### config.mk
export PLATFORM = sky130hd
export DESIGN_NAME = pbr_regs
export DESIGN_NICKNAME = d
export VERILOG_FILES = /design/src/pbr_pkg.sv /design/src/pbr_regs.sv
export VERILOG_INCLUDE_DIRS = /design/src
export SDC_FILE = /design/constraint.sdc
export NUM_CORES = 1
export LEC_CHECK = 0
export ABC_CLOCK_PERIOD_IN_PS = 5200
export BUFFER_PORTS_ARGS = -buffer_cell sky130_fd_sc_hd__buf_4
export CAP_MARGIN = 20
export CORE_MARGIN = 2
export CORE_UTILIZATION = 55
export CTS_CLUSTER_DIAMETER = 50
export DETAILED_ROUTE_END_ITERATION = 10
export GPL_TIMING_DRIVEN = 0
export PLACE_DENSITY = 0.83
export SYNTH_ARGS = -nofsm -noshare
export SYNTH_HDL_FRONTEND = slang
export SYNTH_SLANG_ARGS = --single-unit
### constraint.sdc
create_clock -name clock -period 5.2 [get_ports clock]
set_input_delay 1.04 -clock clock [delete_from_list [all_inputs] [get_ports clock]]
set_output_delay 1.04 -clock clock [all_outputs]
set_load 0.05 [all_outputs]
### src/pbr_map.svh
`ifndef PBR_MAP_SVH
`define PBR_MAP_SVH

`define PBR_ADDR_CTRL    5'h00
`define PBR_ADDR_ID_HI   5'h02
`define PBR_ADDR_ID_LO   5'h03
`define PBR_ADDR_STS     5'h10
`define PBR_ADDR_GCFG    5'h11

`define PBR_CTRL_SRST    15
`define PBR_CTRL_LOOP    14
`define PBR_CTRL_PWDN    11
`define PBR_CTRL_ISO     10

`define PBR_STS_IRQ      7
`define PBR_STS_LINK     0

`define PBR_GCFG_POL     3
`define PBR_GCFG_FORCE   2
`define PBR_GCFG_IEN     1
`define PBR_GCFG_OE      0
`define PBR_GCFG_RESET   16'h002A
`define PBR_GCFG_WMASK   16'h006F

`define PBR_SRST_CYCLES  8

`endif

### src/pbr_pkg.sv
package pbr_pkg;

  typedef struct packed {
    logic        wr;
    logic        rd;
    logic [4:0]  addr;
    logic [15:0] wdata;
  } pbr_req_s;

  typedef enum logic [1:0] {
    PBR_IDLE = 2'b01,
    PBR_SRST = 2'b10
  } pbr_srst_e;

endpackage

### src/pbr_regs.sv
`timescale 1ns/1ns
`default_nettype none
`include "pbr_map.svh"

// Notes on behaviour
// control bit 15 resets control bits and irq status
// soft reset bit clears itself when done
// control bit 14 enables mii loopback
// control bit 11 reports register or pin powerdown
// control bit 10 selects isolate mode
// first identifier register is fixed, read-only
// second identifier holds vendor, model, revision
// status bit 7 latches irq, write-0 clears
// pin polarity: 1 active low, 0 high
// pin function: 1 irq output, 0 powerdown input
module pbr_regs #(
  parameter logic [15:0] VENDOR_ID_HIGH = 16'h0A5A, // arbitrary value
  parameter logic [5:0]  VENDOR_ID_LOW  = 6'h15,    // arbitrary value
  parameter logic [4:0]  MODEL_NUMBER   = 5'h03,    // arbitrary value
  parameter logic [4:0]  REVISION       = 5'h02,    // arbitrary value
  parameter int          SRST_CYCLES    = `PBR_SRST_CYCLES
) (
  input  wire logic             clock,
  input  wire logic             rst,
  input  wire pbr_pkg::pbr_req_s req,
  input  wire logic             link_up,
  input  wire logic             irq_event,
  input  wire logic             irq_or_sleep_pin_in,
  output var  logic             irq_or_sleep_pin_out,
  output var  logic             irq_or_sleep_pin_oe,
  output var  logic [15:0]      rd_data,
  output var  logic             rd_valid,
  output var  logic             loopback_en,
  output var  logic             isolate_en,
  output var  logic             power_down,
  output var  logic             digital_reset
);

  pbr_pkg::pbr_srst_e state_reg;
  logic [7:0]         cnt_reg;
  logic               pwdn_reg;
  logic               sts_irq_reg;
  logic [15:0]        gcfg_reg;
  logic               pin_meta_reg;
  logic               pin_sync_reg;
  logic               busy;
  logic               srst_start;
  logic               irq_set;
  logic               pin_sleep;
  logic               pwdn_now;
  logic               irq_active;
  logic [15:0]        rd_next;

  assign busy       = (state_reg == pbr_pkg::PBR_SRST);
  assign srst_start = req.wr && (req.addr == `PBR_ADDR_CTRL) && req.wdata[`PBR_CTRL_SRST] && !busy;
  assign irq_set    = irq_event && gcfg_reg[`PBR_GCFG_IEN];
  // pin only means powerdown while not used as irq output
  assign pin_sleep  = !gcfg_reg[`PBR_GCFG_OE] && (pin_sync_reg ^ gcfg_reg[`PBR_GCFG_POL]);
  assign pwdn_now   = pwdn_reg || pin_sleep;
  assign irq_active = sts_irq_reg || gcfg_reg[`PBR_GCFG_FORCE];

  always_ff @(posedge clock or posedge rst) begin
    // idle pin is high; a zero here would fake a powerdown after reset
    if (rst) begin
      pin_meta_reg <= 1'b1;
      pin_sync_reg <= 1'b1;
    end else begin
      pin_meta_reg <= irq_or_sleep_pin_in;
      pin_sync_reg <= pin_meta_reg;
    end
  end

  // soft reset sequencer
  always_ff @(posedge clock or posedge rst) begin
    if (rst) begin
      state_reg     <= pbr_pkg::PBR_IDLE;
      cnt_reg       <= 8'h00;
      digital_reset <= 1'b0;
    end else begin
      case (state_reg)
        pbr_pkg::PBR_IDLE: begin
          cnt_reg <= 8'h00;
          if (srst_start) begin
            state_reg     <= pbr_pkg::PBR_SRST;
            digital_reset <= 1'b1;
          end
        end
        pbr_pkg::PBR_SRST: begin
          cnt_reg <= cnt_reg + 8'h01;
          if (cnt_reg == 8'(SRST_CYCLES - 1)) begin
            state_reg     <= pbr_pkg::PBR_IDLE;
            digital_reset <= 1'b0;
          end
        end
        default: begin
          state_reg     <= pbr_pkg::PBR_IDLE;
          digital_reset <= 1'b0;
        end
      endcase
    end
  end

  // control bits held at default throughout soft reset
  always_ff @(posedge clock or posedge rst) begin
    if (rst) begin
      loopback_en <= 1'b0;
      isolate_en  <= 1'b0;
      pwdn_reg    <= 1'b0;
    end else if (srst_start || busy) begin
      loopback_en <= 1'b0;
      isolate_en  <= 1'b0;
      pwdn_reg    <= 1'b0;
    end else if (req.wr && (req.addr == `PBR_ADDR_CTRL)) begin
      loopback_en <= req.wdata[`PBR_CTRL_LOOP];
      isolate_en  <= req.wdata[`PBR_CTRL_ISO];
      pwdn_reg    <= req.wdata[`PBR_CTRL_PWDN];
    end
  end

  always_ff @(posedge clock or posedge rst) begin
    if (rst) begin
      power_down <= 1'b0;
    end else begin
      power_down <= pwdn_now;
    end
  end

  // set beats a same-cycle software clear; soft reset beats both
  always_ff @(posedge clock or posedge rst) begin
    if (rst) begin
      sts_irq_reg <= 1'b0;
    end else if (srst_start || busy) begin
      sts_irq_reg <= 1'b0;
    end else if (irq_set) begin
      sts_irq_reg <= 1'b1;
    end else if (req.wr && (req.addr == `PBR_ADDR_STS) && !req.wdata[`PBR_STS_IRQ]) begin
      sts_irq_reg <= 1'b0;
    end
  end

  // outside the soft reset range, so keeps its setting
  always_ff @(posedge clock or posedge rst) begin
    if (rst) begin
      gcfg_reg <= `PBR_GCFG_RESET;
    end else if (req.wr && (req.addr == `PBR_ADDR_GCFG)) begin
      gcfg_reg <= req.wdata & `PBR_GCFG_WMASK;
    end
  end

  // registered pin drive costs one cycle of latency
  always_ff @(posedge clock or posedge rst) begin
    if (rst) begin
      irq_or_sleep_pin_oe  <= 1'b0;
      irq_or_sleep_pin_out <= 1'b1;
    end else begin
      irq_or_sleep_pin_oe  <= gcfg_reg[`PBR_GCFG_OE];
      irq_or_sleep_pin_out <= (gcfg_reg[`PBR_GCFG_OE] && irq_active) ^ gcfg_reg[`PBR_GCFG_POL];
    end
  end

  always_comb begin
    rd_next = 16'h0000;
    if (req.addr == `PBR_ADDR_CTRL) begin
      rd_next[`PBR_CTRL_SRST] = busy;
      rd_next[`PBR_CTRL_LOOP] = loopback_en;
      rd_next[`PBR_CTRL_PWDN] = pwdn_now;
      rd_next[`PBR_CTRL_ISO]  = isolate_en;
    end else if (req.addr == `PBR_ADDR_ID_HI) begin
      rd_next = VENDOR_ID_HIGH;
    end else if (req.addr == `PBR_ADDR_ID_LO) begin
      rd_next = {VENDOR_ID_LOW, MODEL_NUMBER, REVISION};
    end else if (req.addr == `PBR_ADDR_STS) begin
      rd_next[`PBR_STS_IRQ]  = sts_irq_reg;
      rd_next[`PBR_STS_LINK] = link_up;
    end else if (req.addr == `PBR_ADDR_GCFG) begin
      rd_next = gcfg_reg;
    end
  end

  always_ff @(posedge clock or posedge rst) begin
    if (rst) begin
      rd_valid <= 1'b0;
      rd_data  <= 16'h0000;
    end else begin
      rd_valid <= req.rd;
      if (req.rd) begin
        rd_data <= rd_next;
      end
    end
  end

  localparam int SRST_LIM = SRST_CYCLES + 1;
endmodule // pbr_regs

`default_nettype wire

==> Word-level counts from Yosys, hierarchy flattened <==
Cells that the tools add are included.
{ "word_totals": {"regBits": 43, "input_bits": 28, "out_inout_bits": 23, "wordCells": 73} }
{ "classes": {"n_addsub": 1, "eq_ne": 9, "n_mux": 26, "n_bitwise": 2, "n_reduce_logical": 20} }
{ "ops": {"columns": ["cell", "n"], "rows": [
  ["16-bit 2-to-1 mux", 2],
  ["8-bit case mux with 2 select lines", 1],
  ["1-bit 2-to-1 mux", 13],
  ["5-bit by 2-bit == test with 1-bit output, second input constant", 2],
  ["5-bit == test, second input constant", 2],
  ["10-bit 2-to-1 mux", 1],
  ["2-bit 2-to-1 mux", 5],
  ["1-bit logical AND", 9],
  ["8-bit by 1-bit adder with 8-bit output, second input constant", 1],
  ["8-bit by 3-bit == test with 1-bit output, second input constant", 1],
  ["7-bit 2-to-1 mux", 1],
  ["6-bit 2-to-1 mux", 1],
  ["5-bit logical NOT", 1],
  ["2-bit case mux with 2 select lines", 1],
  ["2-bit nonzero test", 2],
  ["1-bit logical NOT", 3],
  ["1-bit logical OR", 3],
  ["3-bit nonzero test", 1],
  ["2-bit by 1-bit == test with 1-bit output, second input constant", 1],
  ["2-bit == test, second input constant", 1],
  ["2-bit by 1-bit != test with 1-bit output, second input constant", 1],
  ["2-bit != test, second input constant", 1],
  ["1-bit case mux with 2 select lines", 1],
  ["2-bit AND reduction", 1],
  ["1-bit XOR", 2]
]} }

==> Longest topological paths before layout <==
{ "depth": {"word_depth": 6, "mapped_depth": 6, "depth_no_buf": 5} }

==> Worst setup path before layout <==
OpenSTA, ideal clock, no wires.
{ "synth_path": {"kind": "input -> register", "startpoint": "in req[20] (netlist bit)", "endpoint": "reg rd_data[11]", "setup_time_ps": 66, "t_arrival_ps": 2012, "required_time_ps": 5134, "setup_slack_ps": 3122, "path_stages": 4, "path_buffers": 1, "path_cell_list": "clkbuf_1 > or4_1 > a21oi_1 > o31a_1"} }
{ "synth_via": {"elab_chain_len": 3, "elab_cells_between_ends": 4, "classes_between": "eq/ne (1); mux (2); reduce/logical (1)"} }
{ "synth_lines": {"columns": ["element", "line", "source"], "rows": [
  ["start, declared", "pbr_regs.sv:25", "input wire pbr_pkg::pbr_req_s req,"],
  ["5-bit by 2-bit == test with 1-bit output (no line)", null, null],
  ["16-bit 2-to-1 mux", "pbr_regs.sv:168", "end else if (req.addr == `PBR_ADDR_ID_HI) begin"],
  ["2-bit 2-to-1 mux *", "pbr_regs.sv:163", "if (req.addr == `PBR_ADDR_CTRL) begin"],
  ["end signal, assigned", "pbr_regs.sv:187", "rd_data <= rd_next;"],
  ["end, declared", "pbr_regs.sv:31", "output var logic [15:0] rd_data,"]
]} }
Mark *: on every way between the ends. The rest lies on a longest branch, timed or not.
A chain may end at the register's enable or synchronous reset.

==> Worst setup path after layout <==
{ "layout_path": {"startpoint": "reg rd_data[9]", "endpoint": "out rd_data[9]"} }
No word-level cell between the ends.

==> report_table.html <==
<table>
<tr><th>Metric</th><th>Value</th></tr>
<tr><th colspan="2">Run status</th></tr>
<tr><td>Run status</td><td>complete, no violations</td></tr>
<tr><th colspan="2">Critical path</th></tr>
<tr><td>Arrival time worst endpoint</td><td>around 1.1 ns</td></tr>
<tr><td>Worst Setup Path Type</td><td>flop to output port</td></tr>
<tr><td>Worst Setup Start Kind</td><td>flop</td></tr>
<tr><td>Cell repeated most along the worst path</td><td>buf_4</td></tr>
<tr><td>Highest cell delay on the worst timing path</td><td>a little over 0.4 ns</td></tr>
<tr><td>Critical Path Start</td><td>rd_data[9]</td></tr>
<tr><td>Source of the worst register-to-register timing path</td><td>digital_reset</td></tr>
<tr><td>Peak fanout along the critical path</td><td>3</td></tr>
<tr><td>Library cell contributing the largest single delay on the critical path</td><td>dfrtp_1</td></tr>
<tr><td>Crit. End Element</td><td>output port</td></tr>
<tr><td>Cells traversed along the worst timing path</td><td>buf_4 &gt; buf_4</td></tr>
<tr><td>Data required, critical path</td><td>approximately 4.2 ns</td></tr>
<tr><th colspan="2">Placed design</th></tr>
<tr><td>Gp weighted congestion</td><td>~0.80</td></tr>
<tr><td>Number of buffers added on ports</td><td>43</td></tr>
<tr><td>Sum of net half-perimeters after detailed placement</td><td>roughly 3000 um</td></tr>
<tr><td>Placed cell count</td><td>around 260</td></tr>
<tr><th colspan="2">Cells and area</th></tr>
<tr><td>Flip-flop count of the largest register after layout</td><td>13</td></tr>
<tr><td>Final-layout fill cell count</td><td>260</td></tr>
<tr><td>Relative area change from synthesis to final layout</td><td>25.02%</td></tr>
<tr><td>Share of final-layout standard cells stronger than drive strength 1</td><td>0.3213</td></tr>
<tr><td>Fin nets</td><td>251</td></tr>
<tr><td>Final standard cell count with taps included and fillers excluded</td><td>267</td></tr>
<tr><td>ANT cells</td><td>0</td></tr>
<tr><th colspan="2">Timing</th></tr>
<tr><td>Setup repair after global routing missed its margin</td><td>false</td></tr>
<tr><td>Maximum clock rate</td><td>between 400 and 500 MHz</td></tr>
<tr><td>Portion of the clock cycle consumed by the worst path in the final layout</td><td>0.4051</td></tr>
<tr><td>Worst Tran Pin Value</td><td>just under 0.7 ns</td></tr>
<tr><td>Final count of pins violating max slew</td><td>0</td></tr>
<tr><td>Total negative slack for setup checks</td><td>0 ns</td></tr>
<tr><td>Final count of hold timing violations</td><td>0</td></tr>
<tr><td>Number of setup violations in the final report</td><td>0</td></tr>
<tr><td>Worst slew slack as a fraction of its limit</td><td>0.5356</td></tr>
<tr><td>Final Critical Period</td><td>about 2.1 ns</td></tr>
<tr><td>Post-route clock skew</td><td>0.02191 ns</td></tr>
<tr><th colspan="2">Route</th></tr>
<tr><td>Vias after detailed routing</td><td>between 1000 and 1500</td></tr>
<tr><td>Post-detailed-routing wire length</td><td>3817 um</td></tr>
<tr><td>Number of design-rule violations left by the first detailed-router iteration</td><td>100</td></tr>
<tr><td>Via count normalized by instance count</td><td>5.532</td></tr>
<tr><td>Average wire length per cell after detail routing</td><td>approximately 14 um</td></tr>
<tr><td>DRC violations left</td><td>0</td></tr>
<tr><td>First-pass iteration count of the detailed router</td><td>4</td></tr>
<tr><td>Post-detailed-route count of antenna-violating nets</td><td>0</td></tr>
<tr><th colspan="2">Floorplanning</th></tr>
<tr><td>Starting utilization of the core area</td><td>0.5604</td></tr>
<tr><td>Row Count</td><td>21</td></tr>
<tr><td>Number of placed I/O pins</td><td>51</td></tr>
<tr><td>Core area</td><td>0.003284 mm2</td></tr>
<tr><td>Die Outline Area</td><td>0.003825 mm2</td></tr>
<tr><td>Die width</td><td>roughly 62 um</td></tr>
<tr><td>Vertical die dimension</td><td>approximately 60 um</td></tr>
<tr><th colspan="2">Clock network</th></tr>
<tr><td>CTS clk-pin slew, worst paths</td><td>0.11 ns</td></tr>
<tr><td>Resize count post-CTS</td><td>0</td></tr>
<tr><td>Latest clock arrival within the worst-skew pair</td><td>between 0.3 and 0.4 ns</td></tr>
<tr><td>Cell at the root of the clock tree</td><td>clkbuf_4</td></tr>
<tr><td>TritonCTS clock tree</td><td>built</td></tr>
<tr><td>Setup bufs post-CTS</td><td>0</td></tr>
<tr><td>Level count of the clock H-tree</td><td>2</td></tr>
<tr><td>Number of hold buffers added after CTS</td><td>0</td></tr>
<tr><td>Count of clock tree sinks</td><td>39</td></tr>
<tr><td>Maximum number of buffers from clock root to sink</td><td>2</td></tr>
<tr><td>Number of clock buffers inserted by TritonCTS</td><td>5</td></tr>
<tr><th colspan="2">Yosys</th></tr>
<tr><td>Number of synthesized flops with an enable pin</td><td>0</td></tr>
<tr><td>Register area share after synthesis</td><td>0.5350</td></tr>
<tr><td>Average cell area after synthesis</td><td>~11 um2</td></tr>
<tr><td>Most common flop cell mapped by yosys</td><td>dfrtp_1</td></tr>
<tr><td>Cell variety after synth</td><td>47</td></tr>
<tr><td>#FFs+latches synth</td><td>39</td></tr>
<tr><td>Synthesized cell area</td><td>roughly 0.0018 mm2</td></tr>
<tr><td>Yosys Warn Count</td><td>0</td></tr>
<tr><td>Share of async-settable or async-resettable flops after synthesis</td><td>1.000</td></tr>
<tr><td>Number of instances in the synthesized netlist</td><td>approximately 170</td></tr>
<tr><th colspan="2">GRT</th></tr>
<tr><td>Number of global-route vias before repair</td><td>around 1400</td></tr>
<tr><td>Antenna violations before repair</td><td>0</td></tr>
<tr><td>Wire length of the first global-routing pass</td><td>slightly above 6000 um</td></tr>
<tr><td>Pin count of the biggest net entering global routing</td><td>24</td></tr>
<tr><td>Total track usage</td><td>0.2238</td></tr>
<tr><td>Total overflow reported by the global router</td><td>0</td></tr>
<tr><th colspan="2">Power</th></tr>
<tr><td>Power dissipated by switching net loads</td><td>0.2589 mW</td></tr>
<tr><td>Clock network fraction of design power</td><td>0.197</td></tr>
<tr><td>Fraction of power consumed by sequential logic</td><td>0.499</td></tr>
<tr><td>Internal power component</td><td>0.4846 mW</td></tr>
<tr><td>Worst IR drop on VDD</td><td>~0.18 mV</td></tr>
<tr><td>Logic gate share of total power</td><td>0.304</td></tr>
<tr><td>Reported leakage power</td><td>~1.1 nW</td></tr>
<tr><td>Power density of the placed cells</td><td>roughly 320 mW/mm2</td></tr>
<tr><td>Fraction of power spent switching nets</td><td>0.3482</td></tr>
<tr><th colspan="2">Hold path</th></tr>
<tr><td>HP Class</td><td>flop to flop</td></tr>
<tr><td>Start point of the worst min-delay path</td><td>pin_meta_reg</td></tr>
<tr><th colspan="2">Flow run</th></tr>
<tr><td>Number of maximum-capacitance violations</td><td>0</td></tr>
</table>
## power by group through the flow
stage,combinational [mW],sequential (mW),clock [mW]
after floorplan,0.0964,0.432,0
after global placement,0.218,0.374,0
after global routing,0.246,0.376,0.163
after CTS,0.227,0.371,0.152
final,0.226,0.371,0.146
after detailed placement,0.227,0.376,0
## stage by stage
stage / area (um2) / total power, mW / utilization / hold slack (ns) / worst slack [ns]
after floorplan: 1844 / 0.5285 / - / 0.3452 / 3.122
after global placement: 2225 / 0.5920 / 0.6773 / 0.3456 / 2.737
after detailed placement: 2252 / 0.6037 / 0.6857 / 0.3468 / 2.750
after CTS: 2301 / 0.7498 / 0.7006 / 0.3616 / 3.061
after global routing: 2301 / 0.7843 / 0.7006 / 0.3662 / 3.040
final: 2301 / 0.7435 / 0.7006 / 0.3604 / 3.094
## worst paths after layout
path	cells after the start	slack, ns	end
min in group asynchronous	2	0.80	rd_data[3]
max in group asynchronous	3	3.77	gcfg_reg[1]
setup / recovery	2	3.09	rd_data[9]
setup reg to reg	6	3.24	cnt_reg[7]
hold / removal	0	0.36	pin_sync_reg
hold reg to reg	0	0.36	pin_sync_reg
## worst max-delay path, delay by kind of cell (launching register included)
kind     cells  cell delay (ns)
buf+inv      2             0.32
flops        1             0.41
## per-layer routing
layer	global-route usage	wire, um
met4	0.1125	33
met2	0.3519	1898
met3	0.06418	240
met1	0.2827	1645
met5	0	0
## area by class of cell
cell class                 count  area, um2  share of cell area
tap                           46      57.56             0.02501
multi-input combinational    113      764.5              0.3322
clock buffer                   8      48.80             0.02121
buffer                         9      65.06             0.02828
timing repair buffer          44      350.3              0.1523
sequential                    39      984.7              0.4279
inverter                       8      30.03             0.01305
## cell usage in the layout (no fill, tap or decap), types with 2 or more instances in the layout
cell type | netlist | final
o2bb2ai_1 | 5 | 5
nand3_1 | 6 | 6
mux2_2 | 7 | 7
clkbuf_4 | 0 | 5
clkbuf_8 | 2 | 2
inv_1 | 7 | 7
or4_1 | 3 | 3
ha_1 | 3 | 3
xnor2_1 | 2 | 2
o21ai_0 | 12 | 12
clkbuf_1 | 4 | 7
dfstp_2 | 7 | 7
a311oi_1 | 2 | 2
buf_4 | 3 | 46
a21oi_1 | 11 | 11
or3_1 | 3 | 3
nand4b_1 | 4 | 4
conb_1 | 1 | 2
nand2_1 | 9 | 9
a21o_1 | 2 | 2
nor3_1 | 3 | 3
dfrtp_1 | 32 | 32
nand4_1 | 5 | 5
nor2_1 | 9 | 9
nor2b_1 | 3 | 3
## cell usage after synthesis, types with 2 or more instances
library cell  number  area [um2]
a21o_1             2       15.01
a21oi_1           11       55.05
a311oi_1           2       17.52
buf_4              3       22.52
clkbuf_1           4       15.01
clkbuf_8           2       27.53
dfrtp_1           32       800.8
dfstp_2            7       183.9
ha_1               3       37.54
inv_1              7       26.28
mux2_2             7       78.83
nand2_1            9       33.78
nand3_1            6       30.03
nand4_1            5       31.28
nand4b_1           4       35.03
nor2_1             9       33.78
nor2b_1            3       18.77
nor3_1             3       15.01
o21ai_0           12       60.06
o2bb2ai_1          5       43.79
or3_1              3       18.77
or4_1              3       22.52
xnor2_1            2       17.52
## kinds of logic (layout without fill, tap and decap cells)
| logic type | Yosys count | in the layout | share of synthesized area |
|---|---|---|---|
| buffers and inverters | 17 | 69 | 0.05166 |
| AO/OA/AOI/OAI | 43 | 43 | 0.1536 |
| AND/OR/NAND/NOR | 54 | 54 | 0.1747 |
| XOR/XNOR | 3 | 3 | 0.01428 |
| flip-flops | 39 | 39 | 0.5350 |
| multiplexers | 8 | 8 | 0.04827 |
| adder cells (fa/ha/maj) | 3 | 3 | 0.02040 |
| other | 1 | 2 | 0.002037 |
Power figures use the tool's default switching activity.
